## config.mk

```make
export PLATFORM = sky130hd
export DESIGN_NAME = aef_frame_logic
export DESIGN_NICKNAME = d
export VERILOG_FILES = /design/src/rtl/aef_pkg.sv /design/src/rtl/aef_access_class.sv /design/src/rtl/aef_rte_check.sv /design/src/rtl/aef_frame_logic.sv
export SDC_FILE = /design/constraint.sdc
export NUM_CORES = 1
export LEC_CHECK = 0
export BUFFER_PORTS_ARGS = -buffer_cell sky130_fd_sc_hd__buf_2
export CAP_MARGIN = 0
export CORE_AREA = 2 2 338 340
export CTS_CLUSTER_SIZE = 10
export DETAILED_ROUTE_END_ITERATION = 10
export DIE_AREA = 0 0 340 342
export PLACE_DENSITY = 0.32
export SKIP_CTS_REPAIR_TIMING = 1
export SLEW_MARGIN = 25
export SYNTH_ARGS = -nofsm -noshare
export SYNTH_HDL_FRONTEND = slang
export SYNTH_SLANG_ARGS = --single-unit
```

## constraint.sdc

```tcl
create_clock -name core_clk -period 1.4 [get_ports core_clk]
set_input_delay 0.21 -clock core_clk [delete_from_list [all_inputs] [get_ports core_clk]]
set_output_delay 0.21 -clock core_clk [all_outputs]
set_load 0.01 [all_outputs]
```

## src/rtl/aef_pkg.sv

```systemverilog
// Shared constants, types and helpers for the access error frame logic.
// Assumes one core clock domain; included by all design files through import.
package aef_pkg;

  // ----------------------------------------------------------------
  // Transfer attribute encodings
  // ----------------------------------------------------------------
  localparam logic [1:0] TT_NORMAL    = 2'h0;
  localparam logic [1:0] TT_LINE_MOVE = 2'h1;
  localparam logic [2:0] TM_PUSH      = 3'h0;
  localparam logic [2:0] TM_USER_DATA = 3'h1;
  localparam logic [2:0] TM_USER_CODE = 3'h2;
  localparam logic [2:0] TM_SUP_DATA  = 3'h5;
  localparam logic [2:0] TM_SUP_CODE  = 3'h6;
  localparam logic [1:0] SIZE_LONG    = 2'h0;
  localparam logic [1:0] SIZE_LINE    = 2'h3;

  // ----------------------------------------------------------------
  // Status word and write-back status field positions
  // ----------------------------------------------------------------
  localparam int SSW_CP  = 15;
  localparam int SSW_CM  = 12;
  localparam int SSW_MA  = 11;
  localparam int SSW_ATC = 10;
  localparam int SSW_LK  = 9;
  localparam int READ_WRITE_FLAG  = 8;
  localparam int SSW_SZ  = 5;
  localparam int SSW_TT  = 3;
  localparam int SSW_TM  = 0;
  localparam int WBS_V   = 7;
  localparam int WBS_SZ  = 5;
  localparam int WBS_TT  = 3;
  localparam int WBS_TM  = 0;

  // ----------------------------------------------------------------
  // Frame formats and return read window
  // ----------------------------------------------------------------
  localparam logic [3:0]  FMT_FOUR_WORD = 4'h0;
  localparam logic [3:0]  FMT_ADDR_ERR  = 4'h2;
  localparam logic [3:0]  FMT_ACCESS    = 4'h7;
  localparam logic [15:0] LEGAL_FORMATS = 16'h009f;
  localparam logic [3:0]  RTE_OFF_FMT   = 4'h6;
  localparam logic [3:0]  RTE_OFF_SSW   = 4'hc;
  localparam logic [3:0]  RTE_OFF_LAST  = 4'hd;
  localparam logic [3:0]  RTE_STEP      = 4'h2;
  localparam logic [1:0]  RESH_TRACE    = 2'h0;
  localparam logic [1:0]  RESH_UNIMP    = 2'h1;
  localparam logic [1:0]  RESH_POST     = 2'h2;

  typedef enum logic [2:0] {K_FETCH, K_ADDR, K_READ, K_WRITE, K_PUSH, K_LINE} aef_kind_e;

  // ----------------------------------------------------------------
  // Helpers
  // ----------------------------------------------------------------
  // Keeps the highest continuation request only
  function automatic logic [3:0] pick_one(input logic [3:0] req);
    pick_one = '0;
    if (req[3]) pick_one = 4'h8;
    else if (req[2]) pick_one = 4'h4;
    else if (req[1]) pick_one = 4'h2;
    else if (req[0]) pick_one = 4'h1;
  endfunction

  // Program space references become data references
  function automatic logic [2:0] conv_tm(input logic [2:0] tm);
    conv_tm = tm;
    if (tm == TM_USER_CODE) conv_tm = TM_USER_DATA;
    if (tm == TM_SUP_CODE) conv_tm = TM_SUP_DATA;
  endfunction

  function automatic logic [7:0] mk_wbs(input logic v, input logic [1:0] sz,
                                        input logic [1:0] tt, input logic [2:0] tm);
    mk_wbs = {v, sz, tt, tm};
  endfunction

endpackage

```

## src/rtl/aef_access_class.sv

```systemverilog
// Access classifier for the data memory stage protection check.
// Assumes attributes come from logic on the core clock; purely combinational.
module aef_access_class
  import aef_pkg::*;
(
  // Access attributes
  input  logic       acc_prefetch,
  input  logic       acc_write,
  input  logic       acc_locked,
  input  logic [2:0] acc_tm,
  // Classification
  output logic       cls_write,
  output logic [2:0] cls_tm
);

  // ----------------------------------------------------------------
  // Classification
  // ----------------------------------------------------------------
  assign cls_write = acc_write || (acc_locked && !acc_prefetch);
  assign cls_tm    = acc_prefetch ? acc_tm : conv_tm(acc_tm);

endmodule

```

## src/rtl/aef_rte_check.sv

```systemverilog
// Return-from-exception frame validation sequencer.
// Assumes a stack read port on the core clock that answers with ack or fault.
module aef_rte_check
  import aef_pkg::*;
(
  // Clock and reset
  input  logic        core_clk,
  input  logic        nrst,
  // Stack read port
  input  logic        rte_start,
  input  logic [15:0] rd_data,
  input  logic        rd_ack,
  input  logic        rd_fault,
  output logic        rd_req,
  output logic [3:0]  rd_offset,
  // Outcome
  output logic        format_exc,
  output logic        push_below,
  output logic [3:0]  new_format,
  output logic        resume,
  output logic        restart_movem,
  output logic        reshape,
  output logic [1:0]  reshape_kind
);

  typedef enum logic [1:0] {R_IDLE, R_READ, R_WAIT, R_DONE} aef_rte_state_e;

  aef_rte_state_e state;
  logic [3:0]     fmt;
  logic [3:0]     cont;
  logic           legal;

  assign legal = LEGAL_FORMATS[rd_data[15:12]];

  // ----------------------------------------------------------------
  // Sequencer
  // ----------------------------------------------------------------
  always_ff @(posedge core_clk or negedge nrst) begin
    if (!nrst) begin
      state <= R_IDLE; rd_req <= 1'b0; rd_offset <= '0; fmt <= '0; cont <= '0;
      format_exc <= 1'b0; push_below <= 1'b0; new_format <= '0; resume <= 1'b0;
      restart_movem <= 1'b0; reshape <= 1'b0; reshape_kind <= '0;
    end else begin
      rd_req <= 1'b0; format_exc <= 1'b0; push_below <= 1'b0;
      resume <= 1'b0; restart_movem <= 1'b0; reshape <= 1'b0;
      unique case (state)
        R_IDLE: if (rte_start) begin
          rd_offset <= '0;
          cont <= '0;
          state <= R_READ;
        end
        R_READ: begin
          rd_req <= 1'b1;
          state <= R_WAIT;
        end
        R_WAIT: if (rd_fault) begin
          push_below <= 1'b1;
          new_format <= FMT_ACCESS;
          state <= R_IDLE;
        end else if (rd_ack) begin
          if (rd_offset == RTE_OFF_FMT && !legal) begin
            format_exc <= 1'b1;
            push_below <= 1'b1;
            new_format <= FMT_FOUR_WORD;
            state <= R_IDLE;
          end else if (rd_offset == RTE_OFF_SSW ||
                       (rd_offset == RTE_OFF_FMT && rd_data[15:12] != FMT_ACCESS)) begin
            if (rd_offset == RTE_OFF_SSW) cont <= rd_data[SSW_CP:SSW_CM];
            state <= R_DONE;
          end else begin
            if (rd_offset == RTE_OFF_FMT) fmt <= rd_data[15:12];
            rd_offset <= rd_offset + RTE_STEP;
            state <= R_READ;
          end
        end
        R_DONE: begin
          state <= R_IDLE;
          if (fmt == FMT_ACCESS && |cont[3:1]) begin
            reshape <= 1'b1;
            reshape_kind <= cont[3] ? RESH_POST : (cont[2] ? RESH_UNIMP : RESH_TRACE);
          end else if (fmt == FMT_ACCESS && cont[0]) begin
            restart_movem <= 1'b1;
          end else begin
            resume <= 1'b1;
          end
        end
      endcase
    end
  end
endmodule

```

## src/rtl/aef_frame_logic.sv

```systemverilog
// Access error frame builder with protection classifier and return checker.
// Assumes fault reports and pending write-backs come from core clock logic.
//
// Behaviour
// - At most one continuation flag is set in a built status word.
// - An illegal format code on return raises a format exception.
// - Faults during return validation push a new frame below; old frame untouched.
// - Fetch faults report modifier 2 in user mode and 6 in supervisor.
// - Fetch faults wait until outstanding accesses finish; no pending write-backs.
// - Fetch translation flag only for translation faults; address is logical prefetch.
// - Address errors stack a short frame with address bit 0 cleared.
// - Data faults save pending write-backs into the frame instead of performing.
// - Read half of locked transfers counts as a write for protection.
// - Non-prefetch program space references are reported as data references.
// - Read faults: read set, type 0, data modifier, slots one and two empty.
// - Push faults: write, type 0, modifier 0, physical address, full line.
// - Long word push faults encode the failing long word in address bits 3:2.
// - All four push data long words stay valid even for long size.
// - Write bus errors: address equals slot one address, slot one valid.
// - Line move write faults: type 1, logical address, slot one, full line.
// - Write page faults: slot one invalid, slot two valid.
// - Push is type 00 modifier 000; line move slots are type 01.
// - Slot three never holds a line move nor line size.
// - Return reads only frame offsets 0 through D.
// - Pending trace or float continuation reshapes the stack and starts it.
module aef_frame_logic
  import aef_pkg::*;
(
  // Clock and reset
  input  logic         core_clk,
  input  logic         nrst,
  // Data memory access classification
  input  logic         acc_valid,
  input  logic         acc_prefetch,
  input  logic         acc_write,
  input  logic         acc_locked,
  input  logic [2:0]   acc_tm,
  output logic         prot_write,
  output logic [2:0]   prot_tm,
  // Fault report
  input  logic         fault_valid,
  input  aef_kind_e    fault_kind,
  input  logic         fault_xlate,
  input  logic         fault_locked,
  input  logic         fault_misalign,
  input  logic [1:0]   fault_size,
  input  logic [2:0]   fault_tm,
  input  logic [31:0]  fault_addr,
  input  logic [31:0]  fault_wdata,
  input  logic [31:0]  fault_pc,
  input  logic [1:0]   fault_push_lw,
  input  logic [3:0]   fault_cont,
  input  logic         accesses_busy,
  output logic         fault_taken,
  // Pending write-backs
  input  logic [7:0]   wb2_status,
  input  logic [31:0]  wb2_addr,
  input  logic [31:0]  wb2_data,
  input  logic [7:0]   wb3_status,
  input  logic [31:0]  wb3_addr,
  input  logic [31:0]  wb3_data,
  input  logic [127:0] push_line,
  output logic         wb_hold,
  // Stacked frame image
  output logic         frame_valid,
  output logic [3:0]   frame_format,
  output logic [31:0]  frame_pc,
  output logic [15:0]  frame_ssw,
  output logic [31:0]  frame_fault_address,
  output logic [7:0]   frame_wbs1,
  output logic [7:0]   frame_wbs2,
  output logic [7:0]   frame_wbs3,
  output logic [31:0]  frame_wb1_addr,
  output logic [31:0]  frame_wb1_data,
  output logic [31:0]  frame_wb2_addr,
  output logic [31:0]  frame_wb2_data,
  output logic [31:0]  frame_wb3_addr,
  output logic [31:0]  frame_wb3_data,
  output logic [127:0] frame_push_data,
  // Return from exception
  input  logic         rte_start,
  input  logic [15:0]  rte_rd_data,
  input  logic         rte_rd_ack,
  input  logic         rte_rd_fault,
  output logic         rte_rd_req,
  output logic [3:0]   rte_rd_offset,
  output logic         rte_format_exc,
  output logic         rte_push_below,
  output logic [3:0]   rte_new_format,
  output logic         rte_resume,
  output logic         rte_restart_movem,
  output logic         rte_reshape,
  output logic [1:0]   rte_reshape_kind
);

  logic        cls_write;
  logic [2:0]  cls_tm;
  logic        take;
  logic        data_fault;
  logic [2:0]  data_tm;
  logic [3:0]  next_format;
  logic [15:0] next_ssw;
  logic [31:0] next_fa;
  logic [7:0]  next_wbs1;
  logic [7:0]  next_wbs2;
  logic [7:0]  next_wbs3;
  logic        wb2_from_fault;

  // ----------------------------------------------------------------
  // Protection classification
  // ----------------------------------------------------------------
  aef_access_class u_class (
    .acc_prefetch (acc_prefetch),
    .acc_write    (acc_write),
    .acc_locked   (acc_locked),
    .acc_tm       (acc_tm),
    .cls_write    (cls_write),
    .cls_tm       (cls_tm)
  );

  always_ff @(posedge core_clk or negedge nrst) begin
    if (!nrst) begin
      prot_write <= 1'b0;
      prot_tm    <= '0;
    end else begin
      prot_write <= acc_valid && cls_write;
      prot_tm    <= acc_valid ? cls_tm : '0;
    end
  end

  // ----------------------------------------------------------------
  // Fault acceptance
  // ----------------------------------------------------------------
  assign take       = fault_valid && !fault_taken &&
                      !(fault_kind == K_FETCH && accesses_busy);
  assign data_fault = fault_kind inside {K_READ, K_WRITE, K_PUSH, K_LINE};
  assign data_tm    = conv_tm(fault_tm);

  // ----------------------------------------------------------------
  // Frame field composition
  // ----------------------------------------------------------------
  always_comb begin
    next_format    = FMT_ACCESS;
    next_ssw       = '0;
    next_fa        = fault_addr;
    next_wbs1      = '0;
    next_wbs2      = wb2_status;
    next_wbs3      = wb3_status;
    wb2_from_fault = 1'b0;
    next_ssw[SSW_CP:SSW_CM]    = pick_one(fault_cont);
    next_ssw[SSW_LK]           = fault_locked;
    next_ssw[SSW_MA]           = fault_misalign;
    next_ssw[SSW_SZ +: 2]      = fault_size;
    next_ssw[SSW_TM +: 3]      = data_tm;
    unique case (fault_kind)
      K_FETCH: begin
        next_ssw[READ_WRITE_FLAG]      = 1'b1;
        next_ssw[SSW_ATC]     = fault_xlate;
        next_ssw[SSW_TM +: 3] = fault_tm[2] ? TM_SUP_CODE : TM_USER_CODE;
        next_wbs2             = '0;
        next_wbs3             = '0;
      end
      K_ADDR: begin
        next_format = FMT_ADDR_ERR;
        next_ssw    = '0;
        next_fa     = {fault_addr[31:1], 1'b0};
        next_wbs2   = '0;
        next_wbs3   = '0;
      end
      K_READ: begin
        next_ssw[READ_WRITE_FLAG]  = 1'b1;
        next_ssw[SSW_ATC] = fault_xlate;
        next_wbs2         = '0;
      end
      K_WRITE: begin
        next_ssw[SSW_ATC] = fault_xlate;
        if (fault_xlate) begin
          next_wbs2      = mk_wbs(1'b1, fault_size, TT_NORMAL, data_tm);
          wb2_from_fault = 1'b1;
        end else begin
          next_wbs1 = mk_wbs(1'b1, fault_size, TT_NORMAL, data_tm);
        end
      end
      K_PUSH: begin
        next_ssw[SSW_TM +: 3] = TM_PUSH;
        next_ssw[SSW_TT +: 2] = TT_NORMAL;
        next_ssw[SSW_CP:SSW_CM] = '0;
        next_fa = (fault_size == SIZE_LINE) ? {fault_addr[31:4], 4'h0} :
                  {fault_addr[31:4], fault_push_lw, 2'h0};
      end
      K_LINE: begin
        next_ssw[SSW_TT +: 2] = TT_LINE_MOVE;
        next_wbs1 = mk_wbs(1'b1, SIZE_LINE, TT_LINE_MOVE, data_tm);
      end
      default: ;
    endcase
    next_wbs3[WBS_TT +: 2] = TT_NORMAL;
    if (next_wbs3[WBS_SZ +: 2] == SIZE_LINE) next_wbs3[WBS_SZ +: 2] = SIZE_LONG;
  end

  // ----------------------------------------------------------------
  // Frame registers
  // ----------------------------------------------------------------
  always_ff @(posedge core_clk or negedge nrst) begin
    if (!nrst) begin
      fault_taken <= 1'b0;
      frame_valid <= 1'b0;
      wb_hold     <= 1'b0;
    end else begin
      fault_taken <= take;
      frame_valid <= take;
      wb_hold     <= take && data_fault;
    end
  end

  always_ff @(posedge core_clk or negedge nrst) begin
    if (!nrst) begin
      frame_format <= '0; frame_pc <= '0; frame_ssw <= '0; frame_fault_address <= '0;
      frame_wbs1 <= '0; frame_wbs2 <= '0; frame_wbs3 <= '0;
      frame_wb1_addr <= '0; frame_wb1_data <= '0; frame_wb2_addr <= '0;
      frame_wb2_data <= '0; frame_wb3_addr <= '0; frame_wb3_data <= '0;
      frame_push_data <= '0;
    end else if (take) begin
      frame_format        <= next_format;
      frame_pc            <= fault_pc;
      frame_ssw           <= next_ssw;
      frame_fault_address <= next_fa;
      frame_wbs1          <= next_wbs1;
      frame_wbs2          <= next_wbs2;
      frame_wbs3          <= next_wbs3;
      frame_wb1_addr      <= next_fa;
      frame_wb1_data      <= fault_wdata;
      frame_wb2_addr      <= wb2_from_fault ? fault_addr : wb2_addr;
      frame_wb2_data      <= wb2_from_fault ? fault_wdata : wb2_data;
      frame_wb3_addr      <= wb3_addr;
      frame_wb3_data      <= wb3_data;
      frame_push_data     <= (fault_kind inside {K_PUSH, K_LINE}) ? push_line : '0;
    end
  end

  // ----------------------------------------------------------------
  // Return validation
  // ----------------------------------------------------------------
  aef_rte_check u_rte (
    .core_clk      (core_clk),
    .nrst          (nrst),
    .rte_start     (rte_start),
    .rd_data       (rte_rd_data),
    .rd_ack        (rte_rd_ack),
    .rd_fault      (rte_rd_fault),
    .rd_req        (rte_rd_req),
    .rd_offset     (rte_rd_offset),
    .format_exc    (rte_format_exc),
    .push_below    (rte_push_below),
    .new_format    (rte_new_format),
    .resume        (rte_resume),
    .restart_movem (rte_restart_movem),
    .reshape       (rte_reshape),
    .reshape_kind  (rte_reshape_kind)
  );
endmodule

```

==> results.cfg <==
[outcome]
run_status = complete, but fails checks
violations = setup timing

[clock_tree]
clkSinkCount = 417
cts_buffers = 54
cts_tree = built
clk_root_buffer_cell = sky130_fd_sc_hd__clkbuf_16
insertion_delay_ps = 620
cts_buffer_depth = 3
ctsHtreeMaxLevel = 2
clk_pin_slew_worst_paths_ps = 60

[synth]
synth_top_cells_by_area = sky130_fd_sc_hd__dfrtp_1, sky130_fd_sc_hd__nand2_1, sky130_fd_sc_hd__nand3_1
xor_xnor_share_of_the_synthesized_area_pct = 0.05097
yosys-mux-area-fraction_pct = 0.4952
netlist.top_cell.by_area = sky130_fd_sc_hd__dfrtp_1
synth-simple-area-share_pct = 27.82
area_share_of_the_largest_cell_type_after_synthesis_pct = 60.73
ys.warnings.count = 0
ys_async_sr_fraction_pct = 100.0
synthesis.area_per_instance_sq_um = 9.020
area_of_the_mapped_netlist_sq_um = 17180
number_of_synthesized_register_bits = 417
yosys_most_used_dff = sky130_fd_sc_hd__dfrtp_1
synth_compound_area_share_pct = 4.595
synthDistinctLibCells = 48
synth_top_family_by_area = simple AND/OR/NAND/NOR gates
synth_adder_area_share_pct = 0.2913
synthesis.instances = 1905
synth-edff-count = 0
ys_seq_area_share_pct = 60.73

[global_route]
grt_first_pass_wirelength_um = 114400
grt-ovfl-total = 0
grt_antenna_before_repair = 6
groute.usage.overall_pct = 13.04
grt_max_degree = 49
grt_pass1_vias = 16920

[sta]
min_period_ps = 1525
finalHoldViolations = 0
timing.final.max_slew_violations = 0
final_worst_clock_skew_ps = 29.41
timing.final.setup_violations = 317
unrepaired_setup_endpoints_after_global_routing = true
final.period_utilization_pct = 108.9
final.setup.tns_ps = -13850
final.setup.worst_slack_ps = -124.7
fmax_mhz = 655.9

[pwr]
p_leak_nw = 16.00
power_density_nw_per_um2 = 1228
power.ir.vdd_worst_v = 0.0007899

[worst_setup_path]
crit_required_ps = 1920
critical_path.endpoint_type = flop
worstSetupStartpointType = flop
critical_path.max_stage_delay_ps = 380
highest_fanout_seen_on_the_critical_path = 43
path_cells = nand2b_4, a21o_4, clkinv_16, buf_16, nor2_1, a31oi_1
cp.arrival_ps = 2050
crit_slowest_cell = sky130_fd_sc_hd__dfrtp_1
critical_path_class = flop to flop

[detailed_routing]
drt_iter0_drcs = 639
drt_total_wl_um = 82500
drtPass1Iterations = 5
wl_per_cell_um = 17.30
detail_route.vias_per_cell = 3.729
remaining_design_rule_violation_count = 0
via_count = 17780
route.antenna.remaining_nets = 0

[floorplan]
die_x_um = 340
initial_utilization_pct = 15.19
rows = 124
boundaryPins = 866
die_h_um = 342
core_area_sq_um = 113100
die_area_sq_um = 116300

[cells_and_area]
finish.net_count = 3635
post_route_cell_area_sq_um = 30370
final_core_utilization_pct = 26.85
area_growth_pct = 76.76
post_route_cells_drive_above_1_share_pct = 35.37

[placement]
routabilityCongestion = 0.7855
dpl_cell_area_sq_um = 23910
dp_hpwl_um = 61040
port_buffers = 843

[flow_run]
max_cap_viol_count = 0

[min_path]
hold_path_class = primary input to async pin
## final cells by class
| type | count | area [sq um] |
|---|---|---|
| tap | 1512 | 1892 |
| multi-input combinational | 1324 | 5923 |
| inverter | 9 | 60.06 |
| sequential | 417 | 10450 |
| clock inverter | 9 | 106.4 |
| fill | 12330 | 82730 |
| timing repair buffer | 1407 | 10230 |
| timing repair inverter | 3 | 80.08 |
| antenna | 3 | 7.507 |
| clock buffer | 85 | 1628 |
## power by group
part	total [mW]	internal (mW)	switching, mW
Clock	13.9	8.25	5.70
Combinational	8.72	4.04	4.68
Sequential	14.6	13.6	1.00
Total	37.3	25.9	11.4
## sequential cells by signal (all words and copies together) (netlist names), 2 cells and up
register	flops
u_rte.reshape_kind	2
frame_wb3_data	32
frame_push_data	128
frame_wbs2	8
frame_wbs1	7
frame_wbs3	6
u_rte.cont	4
frame_wb2_addr	32
frame_wb3_addr	32
frame_format	2
u_rte.fmt	4
frame_wb2_data	32
frame_pc	32
u_rte.rd_offset	3
frame_wb1_addr	32
u_rte.state	2
prot_tm	3
frame_ssw	14
frame_wb1_data	32
## final timing paths
kind	to	depth (start not counted)	slack (ps)	startpoint
max	frame_wb2_addr[23]	6	-120	frame_valid
min	frame_wb3_addr[21]	2	60	nrst
max reg2reg	frame_wb2_addr[23]	6	-120	frame_valid
min reg2reg	frame_push_data[70]	2	460	frame_push_data[70]
max in group asynchronous	frame_wb1_addr[31]	4	620	nrst
min in group core_clk	frame_ssw[10]	4	80	fault_xlate
## synthesized netlist by cell type (2+ instances only)
cell and number:
sky130_fd_sc_hd__nand2_1 911, sky130_fd_sc_hd__dfrtp_1 417, sky130_fd_sc_hd__nand3_1 138, sky130_fd_sc_hd__nor2_1 85
sky130_fd_sc_hd__buf_4 73, sky130_fd_sc_hd__a31oi_1 67, sky130_fd_sc_hd__buf_2 65, sky130_fd_sc_hd__clkbuf_1 18
sky130_fd_sc_hd__nor2b_1 12, sky130_fd_sc_hd__o21ai_0 12, sky130_fd_sc_hd__a21oi_1 11, sky130_fd_sc_hd__inv_1 8
sky130_fd_sc_hd__nand3b_1 8, sky130_fd_sc_hd__a22o_1 6, sky130_fd_sc_hd__nand2b_1 6, sky130_fd_sc_hd__and3_1 4
sky130_fd_sc_hd__buf_6 4, sky130_fd_sc_hd__ha_1 4, sky130_fd_sc_hd__mux2_2 4, sky130_fd_sc_hd__mux2i_1 4
sky130_fd_sc_hd__o21a_1 4, sky130_fd_sc_hd__a221oi_1 3, sky130_fd_sc_hd__and2_1 3, sky130_fd_sc_hd__nor3_1 3
sky130_fd_sc_hd__o21ai_1 3, sky130_fd_sc_hd__o31ai_1 3, sky130_fd_sc_hd__a211o_1 2, sky130_fd_sc_hd__a21o_1 2
sky130_fd_sc_hd__buf_1 2, sky130_fd_sc_hd__nand4b_1 2, sky130_fd_sc_hd__nor3b_1 2, sky130_fd_sc_hd__o41ai_1 2
sky130_fd_sc_hd__or2_2 2
## per-layer routing
metal,vias up,GRT usage (%),share of wire [%]
li1,8667,-,-
met1,8440,15.02,41
met2,569,22.76,50
met3,100,4.794,7.0
met4,6,3.282,2.1
met5,-,0,0.050
## cells in the final DEF (no fill, tap or decap), types with 5 or more instances in the layout
| master | n |
|---|---|
| sky130_fd_sc_hd__nand2_1 | 892 |
| sky130_fd_sc_hd__buf_2 | 830 |
| sky130_fd_sc_hd__dfrtp_1 | 409 |
| sky130_fd_sc_hd__dlygate4sd3_1 | 396 |
| sky130_fd_sc_hd__nand3_1 | 134 |
| sky130_fd_sc_hd__buf_4 | 107 |
| sky130_fd_sc_hd__nor2_1 | 80 |
| sky130_fd_sc_hd__a31oi_1 | 67 |
| sky130_fd_sc_hd__clkbuf_16 | 58 |
| sky130_fd_sc_hd__buf_12 | 37 |
| sky130_fd_sc_hd__buf_6 | 22 |
| sky130_fd_sc_hd__clkbuf_8 | 16 |
| sky130_fd_sc_hd__nand2_2 | 15 |
| sky130_fd_sc_hd__clkbuf_1 | 15 |
| sky130_fd_sc_hd__o21ai_0 | 11 |
| sky130_fd_sc_hd__a21oi_1 | 11 |
| sky130_fd_sc_hd__nor2b_1 | 11 |
| sky130_fd_sc_hd__inv_1 | 8 |
| sky130_fd_sc_hd__nand3b_1 | 8 |
| sky130_fd_sc_hd__conb_1 | 8 |
| sky130_fd_sc_hd__dfrtp_2 | 8 |
| sky130_fd_sc_hd__a22o_1 | 6 |
| sky130_fd_sc_hd__clkinv_2 | 6 |
| sky130_fd_sc_hd__buf_8 | 5 |
| sky130_fd_sc_hd__buf_16 | 5 |
## cells by family (layout without fill, tap and decap cells)
kind of cell / count (synthesis) / after routing
compound gates: 122 / 122
mux: 8 / 8
xor+xnor: 1 / 1
other cells: 1 / 11
simple gates: 1181 / 1181
buf+inv: 171 / 1513
flops: 417 / 417
fa+ha+maj: 4 / 4
## through the flow
stage               setup WS [ps]  hold slack, ps  std cells  power, mW
floorplan                  -57.84          -85.59       1912      18.05
global placement           -295.3           105.7       4255      22.37
detailed placement         -332.1           102.9       4255      22.32
CTS                        -314.6          -606.5       4349      36.77
global route               -193.4           41.49       4769      39.47
finish                     -124.7           63.52       4769      37.30
## worst max-delay path, delay by kind of cell (launching register included)
family | cells | cell delay [ps]
and+or+nand+nor | 2 | 210
AOI/OAI and AO/OA | 2 | 410
DFF | 1 | 380
buffers and inverters | 2 | 380
Note: power is estimated with default switching activity, not from simulation.
